==> src/rtl/achs_pkg.sv <==
`default_nettype none
package achs_pkg;
  localparam int NUM_IN   = 256;
  localparam int NUM_OUT  = 56;
  localparam int IN_SEL_W = 8;
  localparam int HEAD_W   = 6;
  localparam int CODE_W   = 7;
  localparam int MULT_W   = 8;
  localparam int EXP_W    = 3;

  localparam logic [CODE_W-1:0] CODE_MAX = 7'h63;

  // Single-axis and dual-axis point allocation for the auxiliary code.
  localparam int S_STROBE_PT = 0;
  localparam int S_UNITS_PT  = 1;
  localparam int S_TENS_PT   = 5;
  localparam int DIGIT_W     = 4;
  localparam int DUAL_SPAN   = 8;

  localparam logic [HEAD_W-1:0] D_HEAD_MAX = 6'h2F;

  // Input numbers allowed for the clear command.
  localparam logic [IN_SEL_W-1:0] S_CLR_LO_MAX = 8'h03;
  localparam logic [IN_SEL_W-1:0] S_CLR_HI_MIN = 8'hFD;
  localparam logic [IN_SEL_W-1:0] D_CLR_LO_MAX = 8'h37;
  localparam logic [IN_SEL_W-1:0] D_CLR_HI_MIN = 8'hFA;

  // Handwheel phase inputs and enable input ranges.
  localparam int HW_XA_PT = 0;
  localparam int HW_XB_PT = 1;
  localparam int HW_YA_PT = 2;
  localparam int HW_YB_PT = 3;
  localparam logic [IN_SEL_W-1:0] HW_EN_MIN    = 8'h02;
  localparam logic [IN_SEL_W-1:0] HW_EN_MIN_2  = 8'h04;
  localparam logic [IN_SEL_W-1:0] S_HW_EN_MAX  = 8'h03;
  localparam logic [IN_SEL_W-1:0] D_HW_EN_MAX  = 8'h37;

  localparam logic [1:0] HW_OFF = 2'h0;
  localparam logic [1:0] HW_ONE = 2'h1;
  localparam logic [1:0] HW_TWO = 2'h2;

  typedef enum logic {
    ACHS_IDLE,
    ACHS_STROBE
  } achs_state_t;
endpackage : achs_pkg
`default_nettype wire

==> src/rtl/achs_scaler.sv <==
`default_nettype none
module achs_scaler #(
  parameter int MULT_W = 8,
  parameter int EXP_W  = 3,
  parameter int ACC_W  = 12
) (
  input  wire logic              sys_clk,
  input  wire logic              reset_n,
  input  wire logic              phase_a,
  input  wire logic              phase_b,
  input  wire logic              accept,
  input  wire logic [MULT_W-1:0] multiplier,
  input  wire logic [EXP_W-1:0]  exponent,
  output logic                   pulse,
  output logic                   dir
);
  logic                    a_reg, a_next;
  logic signed [ACC_W-1:0] acc_reg, acc_next;
  logic                    pulse_reg, pulse_next;
  logic                    dir_reg, dir_next;
  logic signed [ACC_W-1:0] step;
  logic signed [ACC_W-1:0] thr;
  logic [MULT_W-1:0]       mult_eff;

  always_comb begin
    mult_eff = (multiplier == '0) ? MULT_W'(1) : multiplier;
    thr      = ACC_W'(1) <<< exponent;
    step     = '0;
    if (accept && phase_a && !a_reg) begin
      // Phase B low on the A rising edge means forward rotation.
      step = phase_b ? -$signed(ACC_W'(mult_eff))
                     : $signed(ACC_W'(mult_eff));
    end
    a_next     = phase_a;
    acc_next   = acc_reg + step;
    pulse_next = 1'b0;
    dir_next   = dir_reg;
    // The remainder below the threshold stays in the accumulator.
    if (acc_reg >= thr) begin
      pulse_next = 1'b1;
      dir_next   = 1'b0;
      acc_next   = acc_reg + step - thr;
    end else if (acc_reg <= -thr) begin
      pulse_next = 1'b1;
      dir_next   = 1'b1;
      acc_next   = acc_reg + step + thr;
    end
  end

  always_ff @(posedge sys_clk) begin
    if (!reset_n) begin
      a_reg     <= 1'b0;
      acc_reg   <= '0;
      pulse_reg <= 1'b0;
      dir_reg   <= 1'b0;
    end else begin
      a_reg     <= a_next;
      acc_reg   <= acc_next;
      pulse_reg <= pulse_next;
      dir_reg   <= dir_next;
    end
  end

  assign pulse = pulse_reg;
  assign dir   = dir_reg;
endmodule : achs_scaler
`default_nettype wire

==> src/rtl/achs_top.sv <==
`default_nettype none
module achs_top #(
  parameter bit DUAL_AXIS = 1'b1,
  parameter int ACC_W     = 12
) (
  input  wire logic                          sys_clk,
  input  wire logic                          reset_n,
  input  wire logic [achs_pkg::NUM_IN-1:0]   in_points,
  input  wire logic                          aux_code_output_enable,
  input  wire logic [achs_pkg::HEAD_W-1:0]   aux_code_output_head_point,
  input  wire logic [achs_pkg::IN_SEL_W-1:0] aux_code_clear_input_select,
  input  wire logic [1:0]                    handwheel_enable_select,
  input  wire logic [achs_pkg::IN_SEL_W-1:0] handwheel_enable_input_select,
  input  wire logic [achs_pkg::MULT_W-1:0]   handwheel_multiplier_x,
  input  wire logic [achs_pkg::MULT_W-1:0]   handwheel_multiplier_y,
  input  wire logic [achs_pkg::EXP_W-1:0]    handwheel_divider_exponent_x,
  input  wire logic [achs_pkg::EXP_W-1:0]    handwheel_divider_exponent_y,
  input  wire logic                          aux_code_exec,
  input  wire logic [achs_pkg::CODE_W-1:0]   aux_code_in,
  output logic                               aux_code_ready,
  output logic                               aux_code_active,
  output logic [achs_pkg::CODE_W-1:0]        aux_code_value,
  output logic                               aux_code_cleared,
  output logic [achs_pkg::NUM_OUT-1:0]       aux_out,
  output logic [1:0]                         hw_pulse,
  output logic [1:0]                         hw_dir
);
  localparam int NO = achs_pkg::NUM_OUT;
  localparam int DW = achs_pkg::DIGIT_W;

  function automatic logic [2*DW-1:0] to_bcd(
      input logic [achs_pkg::CODE_W-1:0] code);
    logic [achs_pkg::CODE_W-1:0] tens;
    logic [achs_pkg::CODE_W-1:0] units;
    tens  = code / achs_pkg::CODE_W'(10);
    units = code - tens * achs_pkg::CODE_W'(10);
    return {tens[DW-1:0], units[DW-1:0]};
  endfunction : to_bcd

  function automatic logic in_range(
      input logic [achs_pkg::IN_SEL_W-1:0] v,
      input logic [achs_pkg::IN_SEL_W-1:0] lo,
      input logic [achs_pkg::IN_SEL_W-1:0] hi);
    return (v >= lo) && (v <= hi);
  endfunction : in_range

  achs_pkg::achs_state_t          state_reg, state_next;
  logic [achs_pkg::CODE_W-1:0]    code_reg, code_next;
  logic                           cleared_reg, cleared_next;
  logic [NO-1:0]                  out_reg, out_next;
  logic                           clr_sel_ok, clr_hit, exec_ok;
  logic [2*DW-1:0]                bcd;
  logic                           head_ok, strobe_next;
  logic [achs_pkg::HEAD_W-1:0]    head_eff;

  always_comb begin
    if (DUAL_AXIS) begin
      clr_sel_ok = (aux_code_clear_input_select <= achs_pkg::D_CLR_LO_MAX)
                || (aux_code_clear_input_select >= achs_pkg::D_CLR_HI_MIN);
    end else begin
      clr_sel_ok = (aux_code_clear_input_select <= achs_pkg::S_CLR_LO_MAX)
                || (aux_code_clear_input_select >= achs_pkg::S_CLR_HI_MIN);
    end
  end

  assign clr_hit = clr_sel_ok && in_points[aux_code_clear_input_select];
  assign exec_ok = aux_code_exec && (state_reg == achs_pkg::ACHS_IDLE)
                && (aux_code_in <= achs_pkg::CODE_MAX);

  // The code, active flag and clear flag run regardless of output enable.
  always_comb begin
    state_next   = state_reg;
    code_next    = code_reg;
    cleared_next = 1'b0;
    case (state_reg)
      achs_pkg::ACHS_IDLE: begin
        if (exec_ok) begin
          code_next  = aux_code_in;
          state_next = achs_pkg::ACHS_STROBE;
        end
      end
      achs_pkg::ACHS_STROBE: begin
        if (clr_hit) begin
          state_next   = achs_pkg::ACHS_IDLE;
          cleared_next = 1'b1;
        end
      end
      default: state_next = achs_pkg::ACHS_IDLE;
    endcase
  end

  // Point image is built from the next state so it lines up with the flag.
  always_comb begin
    bcd         = to_bcd(code_next);
    strobe_next = (state_next == achs_pkg::ACHS_STROBE);
    head_ok     = aux_code_output_head_point <= achs_pkg::D_HEAD_MAX;
    head_eff    = aux_code_output_head_point;
    out_next    = '0;
    if (aux_code_output_enable) begin
      if (!DUAL_AXIS) begin
        out_next[achs_pkg::S_STROBE_PT]       = strobe_next;
        out_next[achs_pkg::S_UNITS_PT +: DW]  = bcd[DW-1:0];
        out_next[achs_pkg::S_TENS_PT]         = bcd[DW];
      end else if (head_ok) begin
        out_next[head_eff]                    = strobe_next;
        out_next[head_eff + 1 +: achs_pkg::DUAL_SPAN] = bcd;
      end
    end
  end

  always_ff @(posedge sys_clk) begin
    if (!reset_n) begin
      state_reg   <= achs_pkg::ACHS_IDLE;
      code_reg    <= '0;
      cleared_reg <= 1'b0;
      out_reg     <= '0;
    end else begin
      state_reg   <= state_next;
      code_reg    <= code_next;
      cleared_reg <= cleared_next;
      out_reg     <= out_next;
    end
  end

  assign aux_code_ready   = (state_reg == achs_pkg::ACHS_IDLE);
  assign aux_code_active  = (state_reg == achs_pkg::ACHS_STROBE);
  assign aux_code_value   = code_reg;
  assign aux_code_cleared = cleared_reg;
  assign aux_out          = out_reg;

  // Handwheel section; one-wheel and two-wheel enable settings, two-wheel only with DUAL_AXIS.
  logic [1:0] hw_mode;
  logic       en_sel_ok, en_x, en_y, y_side;
  logic [1:0] accept;
  logic [1:0] ph_a, ph_b;
  logic [achs_pkg::IN_SEL_W-1:0] sel_nx;

  always_comb begin
    hw_mode = handwheel_enable_select;
    if (!DUAL_AXIS && hw_mode != achs_pkg::HW_ONE) begin
      hw_mode = achs_pkg::HW_OFF;
    end
    sel_nx = handwheel_enable_input_select + achs_pkg::IN_SEL_W'(1);
    if (!DUAL_AXIS) begin
      en_sel_ok = in_range(handwheel_enable_input_select,
                           achs_pkg::HW_EN_MIN, achs_pkg::S_HW_EN_MAX);
    end else if (hw_mode == achs_pkg::HW_TWO) begin
      en_sel_ok = in_range(handwheel_enable_input_select,
                           achs_pkg::HW_EN_MIN_2, achs_pkg::D_HW_EN_MAX);
    end else begin
      en_sel_ok = in_range(handwheel_enable_input_select,
                           achs_pkg::HW_EN_MIN, achs_pkg::D_HW_EN_MAX);
    end
    en_x   = en_sel_ok && in_points[handwheel_enable_input_select];
    en_y   = en_sel_ok && in_points[sel_nx];
    y_side = DUAL_AXIS && en_y;
    accept = 2'b00;
    ph_a   = {in_points[achs_pkg::HW_YA_PT], in_points[achs_pkg::HW_XA_PT]};
    ph_b   = {in_points[achs_pkg::HW_YB_PT], in_points[achs_pkg::HW_XB_PT]};
    case (hw_mode)
      achs_pkg::HW_ONE: begin
        // One wheel on inputs 0 and 1, steered to Y by the next input when DUAL_AXIS is set.
        accept = y_side ? {en_x, 1'b0} : {1'b0, en_x};
        ph_a   = {2{in_points[achs_pkg::HW_XA_PT]}};
        ph_b   = {2{in_points[achs_pkg::HW_XB_PT]}};
      end
      achs_pkg::HW_TWO: accept = {en_y, en_x};
      default:          accept = 2'b00;
    endcase
  end

  logic [achs_pkg::MULT_W-1:0] mult_ax [2];
  logic [achs_pkg::EXP_W-1:0]  exp_ax  [2];
  assign mult_ax[0] = handwheel_multiplier_x;
  assign mult_ax[1] = handwheel_multiplier_y;
  assign exp_ax[0]  = DUAL_AXIS ? handwheel_divider_exponent_x : '0;
  assign exp_ax[1]  = DUAL_AXIS ? handwheel_divider_exponent_y : '0;

  for (genvar g = 0; g < 2; g++) begin : g_axis
    achs_scaler #(
      .MULT_W (achs_pkg::MULT_W),
      .EXP_W  (achs_pkg::EXP_W),
      .ACC_W  (ACC_W)
    ) u_scaler (
      .sys_clk    (sys_clk),
      .reset_n    (reset_n),
      .phase_a    (ph_a[g]),
      .phase_b    (ph_b[g]),
      .accept     (accept[g]),
      .multiplier (mult_ax[g]),
      .exponent   (exp_ax[g]),
      .pulse      (hw_pulse[g]),
      .dir        (hw_dir[g])
    );
  end

  // Digits of the held code, for the point checks below.
  logic [2*DW-1:0] bcd_now;
  assign bcd_now = to_bcd(code_reg);
endmodule : achs_top
`default_nettype wire

==> config.mk <==
export PLATFORM = sky130hd
export DESIGN_NAME = achs_top
export DESIGN_NICKNAME = d
export VERILOG_FILES = /design/src/rtl/achs_pkg.sv /design/src/rtl/achs_scaler.sv /design/src/rtl/achs_top.sv
export SDC_FILE = /design/constraint.sdc
export NUM_CORES = 1
export LEC_CHECK = 0
export BUFFER_PORTS_ARGS = -buffer_cell sky130_fd_sc_hd__buf_2
export CAP_MARGIN = 10
export CELL_PAD_IN_SITES_DETAIL_PLACEMENT = 0
export CELL_PAD_IN_SITES_GLOBAL_PLACEMENT = 2
export CORE_ASPECT_RATIO = 2
export CORE_MARGIN = 1.5
export CORE_UTILIZATION = 35
export DETAILED_ROUTE_END_ITERATION = 8
export PLACE_DENSITY = 0.87
export SYNTH_ARGS = -nofsm -noshare
export SYNTH_HDL_FRONTEND = slang
export SYNTH_SLANG_ARGS = --single-unit
export TNS_END_PERCENT = 20
==> constraint.sdc <==
create_clock -name sys_clk -period 22.6 [get_ports sys_clk]
set_input_delay 4.52 -clock sys_clk [delete_from_list [all_inputs] [get_ports sys_clk]]
set_output_delay 4.52 -clock sys_clk [all_outputs]
set_load 0.005 [all_outputs]
; Word-level counts from Yosys, hierarchy flattened
; Cells that the tools add are included.
; Widths: inputs -> output; s select.
[classes]
add_sub_neg = 14
multipliers = 1
div = 1
n_lt_le_gt_ge = 16
eq_ne = 2
shifts = 4
mux = 34
bitwise_logic = 3
n_reduce_logical = 21
[op_table]
columns = operator, count
row1 = $mux 12, 8
row2 = $and 56x56->56, 1
row3 = $bwmux 56, 1
row4 = $shift 8x34->56 const A, 1
row5 = $shiftx 8x34->56, 1
row6 = $add 12x12->12, 4
row7 = $neg 7->34, 1
row8 = $lt 8x9->1 const B, 3
row9 = $bmux 1 s8, 3
row10 = $ge 12x12->1, 2
row11 = $le 12x12->1, 2
row12 = $neg 12->12, 2
row13 = $neg 8->12, 2
row14 = $sshl 2x3->12 const A, 2
row15 = $sub 12x12->12, 2
row16 = $le 8x6->1 const B, 2
row17 = $logic_not 8->1, 2
row18 = $mux 8, 2
row19 = $mux 7, 2
row20 = $logic_and 1x1->1, 12
row21 = $mux 1, 12
row22 = $add 8x1->8 const B, 1
row23 = $ge 8x2->1 const B, 1
row24 = $ge 8x3->1 const B, 1
row25 = 21 further kinds, 26
[word_totals]
reg_bits = 95
in_bits = 313
out_inout_bits = 70
word_cells = 108

; Longest topological paths before layout
[depth]
depth_word = 13
mapped_depth = 35
depth_no_buf = 27

; Hierarchy
; Synthesis repeated with hierarchy kept, for this count alone.
[hier_totals]
cells_unflattened = 1488
area_unflattened_um2 = 13839.5
[by_module_without_submodules]
columns = module, n_inst, cells_each, area_each_um2, seq_area_each_um2
row1 = achs_top, 1, 752, 8511.9, 1301.2
row2 = achs_scaler, 2, 368, 2663.8, 300.3

; Least setup slack after synthesis
; Ideal clock, no wire load.
[synth_timing]
path_kind = in2reg
startpoint = in handwheel_enable_input_select[0] (netlist name)
endpoint = reg g_axis[0].u_scaler.acc_reg[11]
setup_ns = 0.115
arrival_ns = 10.705
required_ns = 22.485
setup_slack_ns = 11.780
stages = 33
path_buffers = 8
path_cell_list = buf_6 > buf_6 > buf_6 > buf_6 > buf_6 > buf_6 > inv_1 > ha_1 > buf_4 > clkbuf_1 > mux4_2 > mux2i_1 > mux4_1 > mux2i_1 > o22ai_1 > a41oi_1 > o21bai_1 > nand2_1 > nor2_1 > ha_1 > fa_1 > a21o_1 > a21oi_1 > o21bai_1 > a21oi_1 > xnor2_1 > ha_1 > a21oi_1 > o21ai_0 > a2111oi_0 > mux2i_1 > xnor3_1 > and2_1
[synth_via]
elab_chain_cells = 13
elab_cells_between_ends = 23
cone_classes = add/sub: 4 / order compare: 3 / mux: 10 / reduce/logical: 6
[synth_rtl]
columns = item, line
row1 = "start, declared", achs_top.sv:13  ; input wire logic [achs_pkg::IN_SEL_W-1:0] handwheel_enable_input_select,
row2 = $add 8x1->8 (tied with other cells), achs_top.sv:143  ; sel_nx = handwheel_enable_input_select + achs_pkg::IN_SEL_W'(1);
row3 = $bmux 1 s8 or $logic_and 1x1->1 (tied branches), "achs_top.sv:155, achs_top.sv:44"
row4 = "$mux 1, on equally long branches", "achs_top.sv:155, achs_top.sv:147"
row5 = "$logic_and 1x1->1, on equally long branches", "achs_top.sv:155, achs_top.sv:154"
row6 = $mux 2, achs_top.sv:163  ; accept = y_side ? {en_x, 1'b0} : {1'b0, en_x};
row7 = $pmux 2 s2 *, achs_top.sv:160  ; case (hw_mode)
row8 = $logic_and 1x1->1 * (2 in series), achs_scaler.sv:29  ; if (accept && phase_a && !a_reg) begin
row9 = $mux 12 *, achs_scaler.sv:29
row10 = $add 12x12->12 *, "achs_scaler.sv:35, achs_scaler.sv:42, achs_scaler.sv:46"
row11 = $add 12x12->12, achs_scaler.sv:46  ; acc_next = acc_reg + step + thr;
row12 = $mux 12, achs_scaler.sv:43  ; end else if (acc_reg <= -thr) begin
row13 = $mux 12 *, achs_scaler.sv:39  ; if (acc_reg >= thr) begin
row14 = "end signal, assigned", achs_scaler.sv:58  ; acc_reg <= acc_next;
row15 = "end, declared", achs_scaler.sv:18  ; logic signed [ACC_W-1:0] acc_reg, acc_next;
; Mark *: on every way between the ends. The rest lies on a longest branch, timed or not. The select of a mux whose other input is x is not followed.
; A chain may end at the register's enable or synchronous reset.

; Worst setup path in the final report
[layout_timing]
startpoint = in handwheel_enable_input_select[1] (netlist name)
endpoint = reg g_axis[0].u_scaler.acc_reg[11]
; The elaborated chain is that of the path after synthesis.

==> impl_metrics.toml <==
[synthesis]
syn_area_sq_um = 13400
synth_area_leaders = "mux4_2, dfxtp_1, ha_1, mux2i_1, a21oi_1"
synth.avg_cell_area_sq_um = 9.26
synth-main-ff-cell = "dfxtp_1"
yosysUniqueCellTypes = 89
synth_edf_count = 0
ys_top_cells_by_count = "mux4_2, nor2_1, a21oi_1"
netlist_instances = 1452
yosys.area.top_type = "mux4_2"
ys.warnings.count = 0
ys_seq_elements = 95
synth_top_area_share_pct = 24.8
yosysMostFrequentCell = "mux4_2"
synth-async-reset-ratio_pct = 0
ys_seq_area_share_pct = 14.1

[cts]
cts_root_buf = "clkbuf_16"
clock-sinks = 95
clock_latency_ns = 0.37
post_cts_buffers = 0
htreeDepth = 3
cts_buffers = 9
hold_buffers = 0
cts_resized = 0
clk_pin_slew_ns = 0.08
cts_tree = "built"
clock_path_buffers = 2

[grt]
grt_pass1_wl_microns = 83400
antenna_found_initial = 21
grt_start_max_net_pins = 71
grt_usage_pct = 28.3
grt_pass1_vias = 14200
grt-ovfl-total = 0

[cells_and_area]
post-route-util_pct = 42.0
fin_nets = 2195
drive_above_1_share_pct = 34.0
syn2layout_area_growth_pct = 18.5
largest_register_ffs = 56

[sta]
fin_setup_tns_ns = 0
period_share_pct = 52.3
drv_slew = 0
relSlewSlack_pct = 31.0
rsz0062_at_grt = "no"
finClkSkew_ns = 0.0165
fin_crit_ns = 11.82
hold_viol_final = 0
tightest_slew_ns = 1.04
setup_viol = 0
fmax_ghz = 0.0846

[setup_path]
timing_worst_setup_path_type = "in2reg"
worstPathRequired_ns = 22.87
cp_common_cell = "a21oi_1"
worst-path-max-fanout = 50
slowest_stage = "ha_2"
cp-start-kind = "primary input"
cpPeakStageDelay_ns = 0.71
cp_data_arrival_time_ns = 12.09
cp-end-kind = "flip-flop"

[place]
dp_hpwl_microns = 48300
port_buffers = 382
routabilityCongestion = 1.04

[routing]
drtPass1Iterations = 5
maxUsedRoutingLayer = "met5"
routed_wl_microns = 56900
wl_met3_microns = 4170
wl_met2_microns = 31600
wl_met1_microns = 16700
num_vias = 13900
dr.first_iter.drc_count = 701
drt-vias-per-instance = 6.17
post-route-drc-count = 0
wl_per_cell_microns = 25.2
postRouteAntennaNets = 0

[power]
p_seq_share_pct = 21.8
peakVddDrop_mv = 0.0346
switching_power_mw = 0.462
clkPwrFrac_pct = 16.1
p_sw_share_pct = 46.5
power.leakage_nw = 7.05
power_frac_comb_pct = 62.1
powerDensity_nw_per_um2 = 62.3
p_int_mw = 0.531

[floorplanning]
pin_count = 383
core_region_area_sq_um = 37900
die_area_sq_um = 39700
die_w_microns = 142
num_rows = 101
initial_core_util_pct = 35.5
die_h_microns = 280

[status]
outcome = "finished clean"

[run]
cap_violations = 0

[min_path]
min_path_type = "reg2reg"
==> area by class of cell <==
class | instances | area, sq um
timing repair buffer | 393 | 2000
sequential | 95 | 1900
antenna | 14 | 35.0
tap | 463 | 579
inverter | 74 | 278
multi-input combinational | 1202 | 10800
clock inverter | 6 | 57.6
clock buffer | 10 | 239
fill | 3825 | 22000
==> metal layers <==
layer  vias up  GRT usage (%)
met5         -              0
met4        18           19.3
met3       211           5.50
met2       747           56.7
met1      6658           24.4
li1       6283              -
==> path summary, 6_finish.rpt <==
path,slack [ns],cells after the start,startpoint,end
setup reg to reg,16.20,23,aux_code_active,aux_out[25]
setup / recovery,10.78,29,handwheel_enable_input_select[1],g_axis[0].u_scaler.acc_reg[11]
hold reg to reg,0.53,2,g_axis[1].u_scaler.dir,g_axis[1].u_scaler.dir
hold / removal,0.53,2,g_axis[1].u_scaler.dir,g_axis[1].u_scaler.dir
==> per-stage QoR <==
step                cell area [sq um]  worst slack (ns)  instances  hold WS (ns)  power, mW
detailed placement              15600             10.49       2227         0.506      0.829
CTS                             15900             10.89       2243         0.534      0.991
global placement                15600             10.56       2227         0.494      0.821
floorplan                       13500             11.78       1457         0.477      0.641
finish                          15900             10.78       2257         0.532      0.993
global route                    15900             10.25       2247         0.579       1.06
==> kinds of logic after synthesis <==
logic type	share of synthesized area [%]
AO/OA/AOI/OAI	19.4
XOR/XNOR	3.78
adder cells (fa/ha/maj)	10.3
buffers and inverters	5.61
flip-flops	14.1
multiplexers	31.1
other	0.0279
AND/OR/NAND/NOR	15.6
==> power groups by stage <==
stage | sequential, mW | combinational [mW] | clock, mW
floorplan | 0.206 | 0.435 | 0
global placement | 0.220 | 0.601 | 0
detailed placement | 0.220 | 0.609 | 0
CTS | 0.216 | 0.611 | 0.163
global route | 0.218 | 0.674 | 0.167
finish | 0.216 | 0.617 | 0.160
==> layout by cell type, fill, tap and decap left out, types with 15 or more instances in the layout <==
cell	count
a21oi_1	102
mux2i_1	61
a21o_1	20
mux4_2	148
and3_1	16
nand2_1	95
xor2_1	15
nand2b_1	21
ha_1	99
a211oi_1	19
o21ai_0	60
nor2b_1	19
xnor2_1	35
nor2_1	133
o22ai_1	22
buf_2	380
nand3_1	28
nor3_1	35
inv_1	73
dfxtp_1	95
==> critical path, delay by kind of cell <==
kind	cells	cell delay (ns)
and+or+nand+nor	6	1.08
adders and majority gates	4	1.67
AOI/OAI and AO/OA	11	2.34
muxes	2	0.48
xor gates and xnor gates	2	0.55
buffers and inverters	4	1.41
Note: power is estimated with default switching activity, not from simulation.
